[config.mk]
export PLATFORM = sky130hd
export DESIGN_NAME = rpcc_ctrl
export DESIGN_NICKNAME = d
export VERILOG_FILES = /design/src/common/rpcc_pkg.sv /design/src/design/rpcc_ctrl.sv
export SDC_FILE = /design/constraint.sdc
export NUM_CORES = 1
export LEC_CHECK = 0
export BUFFER_PORTS_ARGS = -buffer_cell sky130_fd_sc_hd__buf_2
export CAP_MARGIN = 5
export CORE_ASPECT_RATIO = 0.8
export CORE_MARGIN = 4
export CORE_UTILIZATION = 38
export CTS_CLUSTER_DIAMETER = 200
export DETAILED_ROUTE_END_ITERATION = 10
export GPL_ROUTABILITY_DRIVEN = 0
export GPL_TIMING_DRIVEN = 0
export PLACE_DENSITY = 0.55
export SYNTH_ARGS = -nofsm -noshare
export SYNTH_HDL_FRONTEND = slang
export SYNTH_SLANG_ARGS = --single-unit
[constraint.sdc]
create_clock -name i_clk -period 8.5 [get_ports i_clk]
set_clock_uncertainty 0.15 [all_clocks]
set_input_delay 1.275 -clock i_clk [delete_from_list [all_inputs] [get_ports i_clk]]
set_output_delay 1.275 -clock i_clk [all_outputs]
set_load 0.005 [all_outputs]
[src/common/rpcc_pkg.sv]
package rpcc_pkg;
  // Clock and timing
  localparam int unsigned CLK_PERIOD_NS = 10;
  localparam int unsigned DEBOUNCE_MS   = 10;
  localparam int unsigned STARTUP_MS    = 100;
  localparam int unsigned DEBOUNCE_CYC  = DEBOUNCE_MS * 1000000 / CLK_PERIOD_NS;
  localparam int unsigned STARTUP_CYC   = STARTUP_MS * 1000000 / CLK_PERIOD_NS;
  // Register byte offsets
  localparam logic [7:0] OFS_CTRL   = 8'h00;
  localparam logic [7:0] OFS_STATUS = 8'h04;
  localparam logic [7:0] OFS_ERRCNT = 8'h08;
  localparam logic [7:0] OFS_TRAP   = 8'h0c;
  // Control register bits
  localparam int CTRL_SEL_MAIN = 0;
  localparam int CTRL_UNIT_RST = 1;
  localparam int CTRL_CNT_CLR  = 2;
  localparam int CTRL_TRAP_EN  = 3;
  // Trap flag bits
  localparam int TRAP_LOSS = 0;
  localparam int TRAP_CHG  = 1;
  // Config switch bank bits
  localparam int CFG_RATE_E3  = 0;
  localparam int CFG_TX_HIGH  = 1;
  localparam int CFG_AIS_CHG  = 3;
  localparam int CFG_NO_INPUT = 4;
  // Input state codes
  localparam logic [1:0] IN_ABSENT  = 2'h0;
  localparam logic [1:0] IN_PRESENT = 2'h1;
  localparam logic [1:0] IN_FRAMED  = 2'h2;
  localparam logic [1:0] IN_AIS     = 2'h3;
  // Reset values
  localparam logic        TRAP_EN_RST = 1'b0;
  localparam logic [15:0] ERRCNT_RST  = 16'h0000;
  // Changeover states
  typedef enum logic [3:0] {
    RPCC_INIT  = 4'b0001,
    RPCC_STBY  = 4'b0010,
    RPCC_CLAIM = 4'b0100,
    RPCC_MAIN  = 4'b1000
  } rpcc_state_t;
  // Line monitor results
  typedef struct packed {
    logic       present;  // Valid input present
    logic       framed;   // Input framed
    logic       ais;      // Alarm indication in input
    logic       ts_found; // Transport stream payload seen
    logic [1:0] pkt_len;  // 0 none, 1 = 188, 2 = 204, 3 indeterminate
    logic       fec_seen; // Parity bytes seen
    logic       fec_err;  // One-cycle error pulse
  } rpcc_line_t;
  // Handshake with the partner card
  typedef struct packed {
    logic main;  // Card is main
    logic req;   // Card asks to become main
    logic fault; // Card input faulty
  } rpcc_link_t;
endpackage : rpcc_pkg

[src/design/rpcc_ctrl.sv]
`timescale 1ns/1ns
module rpcc_ctrl
  import rpcc_pkg::*;
#(
  parameter int unsigned DB_CYC = DEBOUNCE_CYC,
  parameter int unsigned SU_CYC = STARTUP_CYC
) (
  input  wire logic        i_clk,
  input  wire logic        i_rstn,
  // APB slave
  input  wire logic        psel,
  input  wire logic        penable,
  input  wire logic        pwrite,
  input  wire logic [7:0]  paddr,
  input  wire logic [31:0] pwdata,
  output logic [31:0]      prdata,
  output logic             pready,
  output logic             pslverr,
  // Front panel and rear pins
  input  wire logic        i_change_pb_n,
  input  wire logic        i_allow_sw,
  input  wire logic        i_ext_req_n,
  input  wire logic        i_pwr_ok,
  input  wire logic        i_slot_hi,
  input  wire logic [7:0]  i_config_switch_bank,
  // Partner card
  input  wire logic        i_partner_present_n,
  input  wire rpcc_link_t  i_partner,
  output rpcc_link_t       o_link,
  // Line monitor
  input  wire rpcc_line_t  i_line,
  // Indicators, alarms, output path
  output logic             o_led_in_service,
  output logic             o_led_standby,
  output logic             o_led_data_loss,
  output logic             o_led_ais,
  output logic             o_gen_alarm_n,
  output logic             o_pwr_alarm_n,
  output logic             o_tally_main_n,
  output logic             o_sel_own_input,
  output logic             o_tx_enable,
  output logic             o_tx_ais,
  output logic             o_trap_event
);
  // Synchronised pin positions
  localparam int S_PB    = 0;
  localparam int S_ALLOW = 1;
  localparam int S_EXT   = 2;
  localparam int S_PWR   = 3;
  localparam int S_SLOT  = 4;
  localparam int S_PRES  = 5;
  localparam int S_PMAIN = 6;
  localparam int S_PREQ  = 7;
  localparam int S_PFLT  = 8;
  localparam int S_CFG   = 9;
  localparam int SYN_W   = 17;
  localparam int DB_W    = $clog2(DB_CYC + 1);
  localparam int SU_W    = $clog2(2 * SU_CYC + 1);

  // Module state apart from the reset synchroniser
  typedef struct packed {
    logic [SYN_W-1:0]     s1;         // First synchroniser stage
    logic [SYN_W-1:0]     s2;         // Second synchroniser stage
    logic [2:0]           db_val;     // Debounced button, allow, ext
    logic [2:0][DB_W-1:0] db_cnt;     // Debounce counters
    logic                 pb_prev;    // Button edge detect
    rpcc_state_t          st;         // Changeover state
    logic [SU_W-1:0]      wait_cnt;   // Power-up wait
    logic                 trap_en;    // Trap enable
    logic [1:0]           trap_flags; // Sticky trap flags
    logic                 trap_pulse; // Trap event out
    logic [15:0]          err_cnt;    // Parity error count
    logic                 valid_prev; // Input loss edge detect
    logic                 main_prev;  // Status change detect
    logic [31:0]          prdata;     // Read data
  } rpcc_regs_t;

  localparam rpcc_regs_t REGS_RST = '{
    s1: '0, s2: '0, db_val: '0, db_cnt: '0, pb_prev: 1'b0, st: RPCC_INIT,
    wait_cnt: '0, trap_en: TRAP_EN_RST, trap_flags: 2'h0, trap_pulse: 1'b0,
    err_cnt: ERRCNT_RST, valid_prev: 1'b0, main_prev: 1'b0, prdata: 32'h0000_0000};

  logic [1:0] rst_sync_q; // Reset release synchroniser
  logic       rst_n;      // Synchronised reset
  rpcc_regs_t q;          // Registered state
  rpcc_regs_t d;          // Next state

  // Reset release through two flops
  always_ff @(posedge i_clk or negedge i_rstn)
  begin
    if (!i_rstn)
      rst_sync_q <= 2'b00;
    else
      rst_sync_q <= {rst_sync_q[0], 1'b1};
  end
  assign rst_n = rst_sync_q[1];

  // Decoded views of state
  logic       paired;   // Partner card fitted
  logic       allow;    // Changeover allowed
  logic       is_main;  // This card is main
  logic       valid;    // Valid input present
  logic       own_flt;  // Own input faulty for changeover
  logic [7:0] cfg;      // Config switch bank
  logic       wr_acc;   // APB write access
  logic       rd_setup; // APB read setup
  logic       mapped;   // Address hits a register
  logic       ctrl_wr;  // Control register write
  logic       sel_req;  // Local request to become main
  logic [1:0] in_state; // Reported input state
  logic [1:0] trap_set; // New trap events

  // Address decode shared by reads and writes
  function automatic logic hit(input logic [7:0] a);
    hit = (a == OFS_CTRL) || (a == OFS_STATUS) || (a == OFS_ERRCNT) || (a == OFS_TRAP);
  endfunction : hit

  assign cfg      = q.s2[S_CFG +: 8];
  assign paired   = q.s2[S_PRES];
  assign allow    = q.db_val[S_ALLOW];
  assign is_main  = (q.st == RPCC_MAIN);
  assign valid    = i_line.present;
  assign own_flt  = !valid || (cfg[CFG_AIS_CHG] && i_line.ais);
  assign mapped   = hit(paddr);
  assign wr_acc   = psel && penable && pwrite && mapped;
  assign rd_setup = psel && !penable && !pwrite;
  assign ctrl_wr  = wr_acc && (paddr == OFS_CTRL);
  // Button, external request and remote command, all gated by allow
  assign sel_req  = paired && allow && ((q.db_val[S_PB] && !q.pb_prev) || q.db_val[S_EXT]
                    || (ctrl_wr && pwdata[CTRL_SEL_MAIN]));
  // Lost input outranks alarm indication, which outranks framing
  assign in_state = !valid ? IN_ABSENT : i_line.ais ? IN_AIS :
                    i_line.framed ? IN_FRAMED : IN_PRESENT;
  assign trap_set = {q.trap_en && (q.main_prev != is_main),
                     q.trap_en && q.valid_prev && !valid};

  // Next-state logic
  always_comb
  begin
    d = q;
    // Pins pass two flops before use
    d.s1 = {i_config_switch_bank, i_partner.fault, i_partner.req, i_partner.main,
            !i_partner_present_n, i_slot_hi, i_pwr_ok, !i_ext_req_n, i_allow_sw,
            !i_change_pb_n};
    d.s2 = q.s1;
    // Debounce: level must hold for a full count before it is taken
    for (int k = 0; k < 3; k++)
    begin
      if (q.s2[k] == q.db_val[k])
        d.db_cnt[k] = '0;
      else if (q.db_cnt[k] == DB_W'(DB_CYC - 1))
      begin
        d.db_val[k] = q.s2[k];
        d.db_cnt[k] = '0;
      end
      else
        d.db_cnt[k] = q.db_cnt[k] + 1'b1;
    end
    d.pb_prev = q.db_val[S_PB];
    // Changeover state machine
    case (q.st)
      RPCC_INIT:
      begin
        // Upper slot waits twice as long so the pair cannot both claim
        if (q.wait_cnt == (q.s2[S_SLOT] ? SU_W'(2 * SU_CYC) : SU_W'(SU_CYC)))
          d.st = (paired && !q.s2[S_PMAIN] && !q.s2[S_PREQ]) ? RPCC_CLAIM : RPCC_STBY;
        else
          d.wait_cnt = q.wait_cnt + 1'b1;
      end
      RPCC_STBY:
      begin
        // Take over on request, or when the main card fails and ours is good
        if (sel_req || (paired && allow && q.s2[S_PFLT] && !own_flt && !q.s2[S_PMAIN]))
          d.st = RPCC_CLAIM;
      end
      RPCC_CLAIM:
      begin
        if (!allow || !paired)
          d.st = RPCC_STBY;
        else if (q.s2[S_PREQ] && q.s2[S_SLOT])
          d.st = RPCC_STBY;
        else if (!q.s2[S_PMAIN])
          d.st = RPCC_MAIN;
      end
      RPCC_MAIN:
      begin
        if (!paired)
          d.st = RPCC_STBY;
        else if (allow && (q.s2[S_PREQ] || (own_flt && !q.s2[S_PFLT])))
          d.st = RPCC_STBY;
      end
      default:
        d.st = RPCC_INIT;
    endcase
    // Trap events, sticky flags, set wins over clear
    d.valid_prev = valid;
    d.main_prev  = is_main;
    d.trap_pulse = |trap_set;
    if (wr_acc && (paddr == OFS_TRAP))
      d.trap_flags = (q.trap_flags & ~pwdata[1:0]) | trap_set;
    else
      d.trap_flags = q.trap_flags | trap_set;
    // Error counter, saturating, clear still counts a same-cycle error
    if (ctrl_wr && pwdata[CTRL_CNT_CLR])
      d.err_cnt = {15'h0000, i_line.fec_err};
    else if (i_line.fec_err && (q.err_cnt != 16'hffff))
      d.err_cnt = q.err_cnt + 16'h0001;
    if (ctrl_wr)
      d.trap_en = pwdata[CTRL_TRAP_EN];
    // Read data captured in setup so it is stable in access
    if (rd_setup)
    begin
      d.prdata = 32'h0000_0000;
      case (paddr)
        OFS_CTRL:   d.prdata[CTRL_TRAP_EN] = q.trap_en;
        OFS_STATUS:
          d.prdata[12:0] = {paired, i_line.fec_seen, i_line.pkt_len, i_line.ts_found,
                            cfg[CFG_TX_HIGH] && !cfg[CFG_RATE_E3], cfg[CFG_RATE_E3],
                            in_state, paired, cfg[CFG_AIS_CHG], allow,
                            is_main};
        OFS_ERRCNT: d.prdata[15:0] = q.err_cnt;
        OFS_TRAP:   d.prdata[1:0] = q.trap_flags;
        default:    d.prdata = 32'h0000_0000;
      endcase
    end
    // Remote unit reset returns everything to the power-up state
    if (ctrl_wr && pwdata[CTRL_UNIT_RST])
      d = REGS_RST;
  end

  // State register
  always_ff @(posedge i_clk or negedge rst_n)
  begin
    if (!rst_n)
      q <= REGS_RST;
    else
      q <= d;
  end

  // APB answer: no wait states, error on unmapped address
  assign prdata  = q.prdata;
  assign pready  = 1'b1;
  assign pslverr = psel && penable && !mapped;

  // Handshake to partner
  assign o_link = '{main: is_main, req: (q.st == RPCC_CLAIM), fault: own_flt};

  // Indicators and alarms
  assign o_led_in_service = valid && (!paired || is_main);
  assign o_led_standby    = valid && paired && !is_main;
  assign o_led_data_loss  = !valid;
  assign o_led_ais        = i_line.ais;
  assign o_gen_alarm_n    = valid && !i_line.ais;
  assign o_pwr_alarm_n    = q.s2[S_PWR];
  assign o_tally_main_n   = !(paired && is_main);
  assign o_sel_own_input  = !paired || is_main;
  // Loss of input: alarm-indication pattern or silence
  assign o_tx_enable      = valid || !cfg[CFG_NO_INPUT];
  assign o_tx_ais         = !valid && !cfg[CFG_NO_INPUT];
  assign o_trap_event     = q.trap_pulse;
endmodule : rpcc_ctrl

==> results of run 1 <==
==> cell type report <==
type	count	area share (%)
buffer	64	4.370
timing repair buffer	68	4.091
clock buffer	21	4.782
clock inverter	11	1.913
multi-input combinational	587	38.02
tap	269	3.573
sequential	159	42.30
inverter	24	0.9564
==> where the power goes <==
part | switching, µW | total (µW) | internal, µW
logic | 126 | 228 | 101
registers | 59.5 | 865 | 805
clock network | 314 | 818 | 504
==> stage by stage <==
step                hold slack [ns]  cell area, µm²  worst slack (ns)
finish                       0.1256            9419             4.796
global route                 0.1778            9419             4.751
CTS                          0.1477            9419             4.794
detailed placement           0.1388            8788             4.796
global placement             0.1844            8730             1.520
floorplan                    0.1812            8063             3.593
==> per-layer routing <==
layer  global-route usage (%)  vias to the layer above  share of wire, %
met5                        0                        -                 0
met4                    4.435                        0               1.3
met3                    3.873                       18               4.1
met2                    22.08                      110                42
met1                    25.11                     2890                53
li1                         -                     2989                 -
==> worst max-delay path by stage <==
stage                  startpoint       to  slack [ns]
floorplan           rst_sync_q[1]    allow        3.59
global placement    rst_sync_q[1]   q[141]        1.52
detailed placement       paddr[5]  pslverr        4.80
CTS                      paddr[5]  pslverr        4.79
global route             paddr[5]  pslverr        4.75
finish                   paddr[5]  pslverr        4.80
==> flip-flops by register name, summed over array words and instances, names as in the netlist <==
| register | flops |
|---|---|
| prdata | 16 |
| o_pwr_alarm_n | 1 |
| rst_sync_q | 2 |
| paired | 1 |
| o_trap_event | 1 |
| q | 133 |
| allow | 1 |
| cfg | 4 |
==> cell usage after synthesis (4+ instances only) <==
master | count | share of area, %
a22oi_1 | 14 | 1.3
and4_1 | 6 | 0.66
and3_1 | 15 | 1.2
or3_1 | 8 | 0.63
nand4_1 | 28 | 2.2
xor2_1 | 42 | 4.6
nand3_1 | 50 | 3.1
buf_4 | 37 | 3.5
and2_1 | 27 | 2.1
xnor2_1 | 45 | 4.9
nand2_1 | 43 | 2.0
inv_1 | 23 | 1.1
nor3_1 | 13 | 0.81
nor2b_1 | 5 | 0.39
buf_2 | 14 | 0.88
ha_1 | 6 | 0.94
dfrtp_1 | 158 | 49
nor4_1 | 15 | 1.2
nor2_1 | 135 | 6.3
or4_1 | 4 | 0.38
clkbuf_1 | 11 | 0.52
a21oi_1 | 24 | 1.5
mux2i_1 | 5 | 0.63
o21ai_1 | 5 | 0.31
nand3b_1 | 5 | 0.47
nor4b_1 | 5 | 0.55
a31oi_1 | 4 | 0.31
o21ai_0 | 12 | 0.75
==> worst max-delay path, cell delays in order <==
cell and delay [ns]:
buf_2 0.10, or4_4 0.57, o211a_1 0.22, buf_2 0.12
==> cells by family (layout without fill, tap and decap cells) <==
family / Yosys count / in the layout / share of synthesized area (%)
other: 2 / 18 / 0.09384
multiplexers: 7 / 7 / 0.9068
XOR/XNOR: 87 / 87 / 9.522
adder cells (fa/ha/maj): 6 / 6 / 0.9381
AO/OA/AOI/OAI: 85 / 85 / 6.989
flip-flops: 159 / 159 / 49.73
AND/OR/NAND/NOR: 384 / 384 / 25.55
buffers and inverters: 88 / 188 / 6.270
==> impl_metrics.tcl, run 1 <==
set metrics [dict create \
    status "finished, final reports clean" \
    die-area_um2 23460 \
    cts_hold_buf 0 \
    die-width_um 170.3 \
    syn_inst 818 \
    vdd_ir_drop_max_mv 0.1245 \
    slew_headroom_pct 39.61 \
    path_max_fanout 4 \
    grt_pass1_vias 5703 \
    drc_errors 0 \
    multi_input_area_um2 3581 \
    port_buffers 66 \
    hold_path_class "reg -> async" \
    setup_viol 0 \
    power_uw 1911 \
    grtUsageTotal_pct 16.12 \
    root_buffer "clkbuf_16" \
    wirelength_um 17780 \
    rsz0062_at_grt "no" \
    grt_max_degree 66 \
    antenna_found_initial 0 \
    post-dp-hpwl_um 12730 \
    stdcell_count 1203 \
    hold_violations 0 \
    wl_per_cell_um 14.78 \
    setup_tns_ns 0 \
    syn_area_per_cell_um2 9.783 \
    leakagePower_uw 0.004175 \
    worstPathArrival_ns 2.28 \
    max-cap-violations 0 \
    reg2reg_slack_ns 5.91 \
    cts_tree "yes" \
    numCtsBuffers 17 \
    ys_types 66 \
    tightestPinTransition_ns 0.8961 \
    cts_resized 0 \
    syn_area_um2 8003 \
    dpl.cell_count 1171 \
    clk_latency_ns 0.42 \
    rr_endpoint "q[64]" \
    die_height_um 137.8 \
    final_common_cell "dfrtp_1" \
    clk_pin_slew_ns 0.06 \
    fillers 2032 \
    async_flop_share_pct 100.0 \
    crit_required_ns 7.07 \
    grt-ovfl-total 0 \
    slew_viol_final 0 \
    diodes 0 \
    yosys_warnings 0 \
    antenna_left 0 \
    num_rows 47 \
    crit_type "in -> out" \
    cts_sinks 159 \
    area_growth_pct 17.70 \
    drt_iter0_drc 457 \
    drive_above_1_share_pct 18.42 \
    seqCellArea_um2 3984 \
    ys_seq_area_share_pct 49.73 \
    r2r_cells 7 \
    core-area_um2 20700 \
    final_util_pct 45.50 \
    fin_nets 997 \
    design.portCount 118 \
    grt_pass1_wl_um 30130 \
    cts_setup_buffers 0 \
    viasPerCell 4.993 \
    r2r_start "q[54]" \
    worst_setup_path_end_kind "output pin" \
    initial_core_util_pct 38.66 \
    period_needed_ns 3.704 \
    most-common-layout-cells "dfrtp_1 (157), nor2_1 (135), buf_2 (80)" \
    clock_path_buffers 2 \
    fin_crit_sh_pct 43.58 \
    dr.pass1.iters 5 \
    start_kind "primary input" \
    ys_seq_elements 159 \
    cts_max_level 4 \
    cellPowerDensity_nw_per_um2 202.9 \
    fmax_mhz 270.0 \
    dr_total_vias 6007 \
    synth_ff_type "dfrtp_1" \
    synth-edff-count 0 \
]
(Power assumes the default switching activity.)
==> run 2, diff against run 1 <==
ABC_AREA = 1   (was unset)
PLACE_DENSITY = 0.57   (was 0.55)
clock period = 3 ns   (was 8.5 ns; I/O delays follow)
==> run 2 against run 1 <==
  * Clock power rose to 2.9 times the previous value
  * Critical path depth up 1
  * Non-clock buffer count down 4
  * Hold slack worse by 0.080 ns
  * Global-route usage up 1.8 points
  * Largest power group unchanged
  * Worst setup slack worse by 4.3 ns
  * Clock-buffer cell count unchanged
  * Register-to-register slack worse by 5.3 ns
  * First-iteration DRC count up 57%
  * Sequential power rose to 2.8 times the previous value
  * Power rose to 3.0 times the previous value
  * Combinational power rose to 4.1 times the previous value
==> impl_metrics.tcl, run 2 <==
set metrics [dict create \
    status "finished, final reports clean" \
    dr_total_vias 7817 \
    viasPerCell 4.831 \
    core-area_um2 22750 \
    period_needed_ns 2.489 \
    min-delay-start "i_config_switch_bank[3]" \
    drc_errors 0 \
    fin_nets 1375 \
    start_kind "register" \
    cp_top_family "simple AND/OR/NAND/NOR gates" \
    port_buffers 68 \
    async_flop_share_pct 100.0 \
    drive_above_1_share_pct 15.55 \
    antenna_left 0 \
    multi_input_area_um2 3862 \
    grt_max_degree 67 \
    diodes 0 \
    numCtsBuffers 17 \
    slew_viol_final 0 \
    synth_ff_type "dfrtp_1" \
    vdd_ir_drop_max_mv 0.3872 \
    yosys-top-cells-area "dfrtp_1 (45%), nand2_1 (13%), inv_1 (7.1%)" \
    design.portCount 118 \
    antenna_found_initial 0 \
    synth.most_common_cell "nand2_1" \
    dpl_cell_area_um2 9711 \
    syn_area_um2 8869 \
    regMostFlops "q" \
    largest_reg_flops 133 \
    seqCellArea_um2 3984 \
    cts_setup_buffers 0 \
    wl_per_cell_um 13.80 \
    leakagePower_uw 0.005285 \
    cts_max_level 4 \
    fin_crit_sh_pct 82.96 \
    die_height_um 144.6 \
    initial_core_util_pct 38.99 \
    r2r_start "q[54]" \
    cts_hold_buf 1 \
    cp_cell_sequence "nor2_1, nand3_1, nor2_1, inv_1, buf_2" \
    rsz0062_at_grt "no" \
    worst_setup_path_end_kind "output pin" \
    most-common-layout-cells "nand2_1 (298), inv_1 (168), dfrtp_1 (157)" \
    yosys_warnings 0 \
    ys_seq_area_share_pct 44.88 \
    synth-edff-count 0 \
    area_growth_pct 16.79 \
    clk_latency_ns 0.44 \
    max-cap-violations 0 \
    slew_headroom_pct 36.14 \
    hold_path_class "in -> reg" \
    crit_required_ns 2.40 \
    critPathMaxStageDelay_ns 0.39 \
    die-area_um2 25860 \
    cp_slowest_cell "dfrtp_1" \
    clock_path_buffers 2 \
    clk_pin_slew_ns 0.07 \
    post-dp-hpwl_um 16310 \
    grt-ovfl-total 0 \
    cts_resized 0 \
    ys_types 48 \
    synth_top_area_share_pct 44.58 \
    fin_area_um2 10360 \
    grt_pass1_wl_um 36710 \
    grt_pass1_vias 7299 \
    cp-startpoint "q[80]" \
    crit_type "reg -> out" \
    root_buffer "clkbuf_16" \
    synth_top_area_cell "dfrtp_1" \
    syn_area_per_cell_um2 7.434 \
    setup_viol 0 \
    cts_tree "yes" \
    wirelength_um 22320 \
    final_util_pct 45.54 \
    drt_iter0_drc 717 \
    syn_inst 1193 \
    cellPowerDensity_nw_per_um2 556.4 \
    cp_common_cell "nor2_1" \
    final_common_cell "nand2_1" \
    synthTopCellsByCount "nand2_1 (298), inv_1 (168), dfrtp_1 (158)" \
    die-width_um 178.8 \
    hold_violations 0 \
    crit_buf_inv 2 \
    num_rows 49 \
    cts_sinks 159 \
    path_max_fanout 7 \
    grtUsageTotal_pct 17.94 \
    dr.pass1.iters 5 \
    worstPathArrival_ns 1.89 \
    tightestPinTransition_ns 0.9491 \
    fillers 2311 \
    ys_seq_elements 159 \
    fmax_mhz 401.8 \
]
-- run 2: final timing paths --
check                                  to  slack (ns)  cells after the start
setup / recovery           o_tally_main_n        0.51                      5
hold / removal                     q[176]        0.05                      3
setup reg to reg                    q[77]        0.62                     11
hold reg to reg                    q[166]        0.12                      0
max in group asynchronous           q[79]        1.86                      1
min in group asynchronous          q[166]        0.12                      0
-- run 2: final cells by class --
cell class | instances | area share, %
Timing Repair Buffer | 71 | 3.914
Sequential cell | 159 | 38.46
Buffer | 57 | 3.974
Inverter | 179 | 6.511
Clock buffer | 21 | 4.446
Tap cell | 306 | 3.697
Multi-Input combinational cell | 814 | 37.29
Clock inverter | 11 | 1.703
-- run 2: layer usage --
layer	up-vias	GRT usage, %	share of wire, %
met5	-	0	0
met4	0	5.087	1.7
met3	26	4.208	5.5
met2	212	26.14	42
met1	3634	26.67	51
li1	3945	-	-
-- run 2: cells by family after synthesis --
kind of cell | count (synthesis) | synth area share (%)
other | 2 | 0.08468
DFF | 159 | 44.88
buffers and inverters | 236 | 12.25
AOI/OAI and AO/OA | 116 | 7.238
and+or+nand+nor | 647 | 32.01
xor gates and xnor gates | 26 | 2.568
adders and majority gates | 6 | 0.8465
muxes | 1 | 0.1270
-- run 2: through the flow --
| step | setup WS (ns) | hold WS, ns | cells | setup TNS [ns] | power [µW] |
|---|---|---|---|---|---|
| floorplan | 0.2183 | 0.004409 | 1209 | 0 | 3093 |
| CTS | 0.4949 | 0.03195 | 1618 | 0 | 5810 |
| global placement | -0.9352 | 0.08571 | 1583 | -143.46 | 3378 |
| detailed placement | 0.6825 | 0.08807 | 1585 | 0 | 3402 |
| global route | 0.3925 | 0.03192 | 1618 | 0 | 6078 |
| finish | 0.5112 | 0.04550 | 1618 | 0 | 5763 |
-- run 2: tightest hold or removal path, delay by kind of cell --
family / cells / cell delay, ns
AND/OR/NAND/NOR: 1 / 0.04
buffers and inverters: 2 / 0.11
-- run 2: power breakdown --
group	leakage, µW	internal [µW]	switching [µW]	total (µW)
combinational	0.00289	308	624	932
sequential	0.00208	2300	152	2450
clock	0.000309	1450	933	2380
==> run 3, diff against run 2 <==
clock period = 2.01 ns   (was 3 ns; I/O delays follow)
==> run 3 against run 2 <==
  * Combinational power is 120% higher
  * Critical path depth rose by 7
  * Via count shrank 0.31%
  * Final cell count increased by 1.8%
  * Largest cell class is now multi-input combinational cells
  * Highest routed layer unchanged
  * Hold slack worse by 0.035 ns
  * Clock power grew 34%
==> impl_metrics.tcl, run 3 (synthesis results as in run 2) <==
set metrics [dict create \
    start_kind "register" \
    cp_top_family "simple AND/OR/NAND/NOR gates" \
    grtUsageTotal_pct 17.66 \
    status "finished, final reports clean" \
    area_growth_pct 22.67 \
    wirelength_um 22330 \
    clk_latency_ns 0.42 \
    min-delay-start "pwdata[3]" \
    seqPwrFrac_pct 41.0 \
    met1_usage_pct 26.48 \
    cp_common_cell "nand2_1" \
    grt-busiest-layer "met2" \
    viasPerCell 4.732 \
    slew_headroom_pct 57.54 \
    cellPowerDensity_nw_per_um2 821.0 \
    core-area_um2 22750 \
    rsz0062_at_grt "yes" \
    vdd_ir_drop_max_mv 0.5157 \
    num_rows 49 \
    cp_cell_sequence "inv_4, ha_4, nand2_1, nor2_1, nand2_1, nor2_2, nand3_2, nand2_4, inv_6, clkbuf_16, nand3_1, o21ai_1" \
    final.setup.worst_slack_ns 0.008435 \
    worstPathArrival_ns 2.16 \
    grt_pass1_wl_um 36530 \
    cp_slowest_cell "dfrtp_2" \
    design.portCount 118 \
    cts_max_level 4 \
    crit_buf_inv 3 \
    p_clk_share_pct 35.8 \
    fin_crit_sh_pct 99.58 \
    drive_above_1_share_pct 18.87 \
    worst_setup_path_end_kind "register" \
    tightestPinTransition_ns 0.6370 \
    antenna_found_initial 0 \
    critPathMaxStageDelay_ns 0.44 \
    preCtsSetupSlack_ns -0.3329 \
    grt_pass1_vias 7244 \
    diodes 0 \
    dr_total_vias 7793 \
    cp-startpoint "q[54]" \
    final_util_pct 47.83 \
    path_max_fanout 8 \
    grt-ovfl-total 0 \
    fmax_mhz 499.6 \
    numCtsBuffers 17 \
    die_height_um 144.6 \
    drt_iter0_drc 630 \
    p_int_uw 6245 \
    fillers 2241 \
    grt_max_degree 63 \
    wl_per_cell_um 13.56 \
    die-width_um 178.8 \
    cts_tree "yes" \
    initial_core_util_pct 38.99 \
    dr.pass1.iters 5 \
    final_common_cell "nand2_1" \
    largest_reg_flops 133 \
    max-cap-violations 0 \
    die-area_um2 25860 \
    clock_path_buffers 2 \
    hold_violations 0 \
    clk_pin_slew_ns 0.06 \
    regMostFlops "q" \
    switchingPower_uw 2687 \
    root_buffer "clkbuf_16" \
    setup_viol 0 \
    crit_required_ns 2.16 \
    port_buffers 68 \
    p_comb_share_pct 23.1 \
    cts_sinks 159 \
    fin_nets 1405 \
    most-common-layout-cells "nand2_1 (295), inv_1 (165), dfrtp_1 (154)" \
    r2r_start "q[54]" \
    switching_share_pct 30.08 \
    post-dp-hpwl_um 16260 \
    antenna_left 0 \
    leakagePower_uw 0.005447 \
    drc_errors 0 \
    gr-usage-met3_pct 3.685 \
    period_needed_ns 2.002 \
    crit_type "reg -> reg" \
    hold_path_class "in -> reg" \
    slew_viol_final 0 \
    use_met2_pct 26.49 \
]
==> run 3: cell types whose count changed in the layout (fill, tap and decap cells not counted), sizes merged <==
| cell | previous run | this run |
|---|---|---|
| buf | 124 | 136 |
| bufinv | 4 | 2 |
| clkbuf | 24 | 28 |
| clkinv | 5 | 10 |
| dlygate4sd3 | 1 | 15 |
| inv | 180 | 176 |
==> run 3: layout make-up <==
class	instances	area, µm²	share of cell area, %
multi-input combinational	814	4049	37.22
clock inverter	10	113.9	1.047
buffer	57	455.4	4.186
inverter	179	681.9	6.268
clock buffer	21	460.4	4.232
sequential	159	3988	36.65
timing repair buffer	101	748.2	6.878
tap	306	382.9	3.519
==> run 3: worst paths after layout <==
| path | cells after the start | to | slack, ns |
|---|---|---|---|
| setup reg to reg | 12 | q[70] | 0.008 |
| hold / removal | 3 | q[53] | 0.01 |
| min in group asynchronous | 2 | rst_sync_q[1] | 0.04 |
| setup / recovery | 12 | q[70] | 0.008 |
| max in group asynchronous | 1 | q[79] | 0.74 |
| hold reg to reg | 0 | rst_sync_q[1] | 0.20 |
==> run 3: tightest hold or removal path: cells and delay by family <==
family | cells | cell delay (ns)
buf+inv | 1 | 0.11
compound gates | 1 | 0.07
simple gates | 1 | 0.05
==> run 3: layer usage <==
metal | routed length (µm) | up-vias
met5 | 0 | -
met4 | 190 | 0
met3 | 1269 | 13
met2 | 9686 | 193
met1 | 11180 | 3571
li1 | - | 4016
==> run 3: metrics by stage <==
stage | hold WS, ns | area [µm²] | power (µW) | cells | setup TNS, ns
2_1_floorplan | -0.1441 | 8932 | 4617 | 1209 | 0
3_3_place_gp | -0.05873 | 9656 | 5036 | 1583 | -75.73
3_5_place_dp | -0.05909 | 9711 | 5065 | 1585 | -5.051
4_1_cts | 0.001289 | 10540 | 8416 | 1638 | 0
5_1_grt | 0.02060 | 10880 | 9393 | 1647 | -1.243
6_report | 0.01094 | 10880 | 8932 | 1647 | 0
==> run 3: what timing repair did <==
item / 4_1_cts / 5_1_grt
setup endpoints to repair: 41 / 84
pin swaps: 3 / 16
gates cloned: 0 / 4
endpoints found under the hold margin: 16 / 0
resized for setup: 20 / 57
buffers inserted: 7 / 5
hold buffers: 15 / 0
==> run 3: power by group through the flow <==
| stage | sequential [µW] | combinational [µW] | clock, µW |
|---|---|---|---|
| 2_1_floorplan | 3680 | 939 | 0 |
| 3_3_place_gp | 3760 | 1280 | 0 |
| 3_5_place_dp | 3710 | 1350 | 0 |
| 4_1_cts | 3660 | 1480 | 3280 |
| 5_1_grt | 3710 | 2250 | 3440 |
| 6_report | 3670 | 2060 | 3200 |
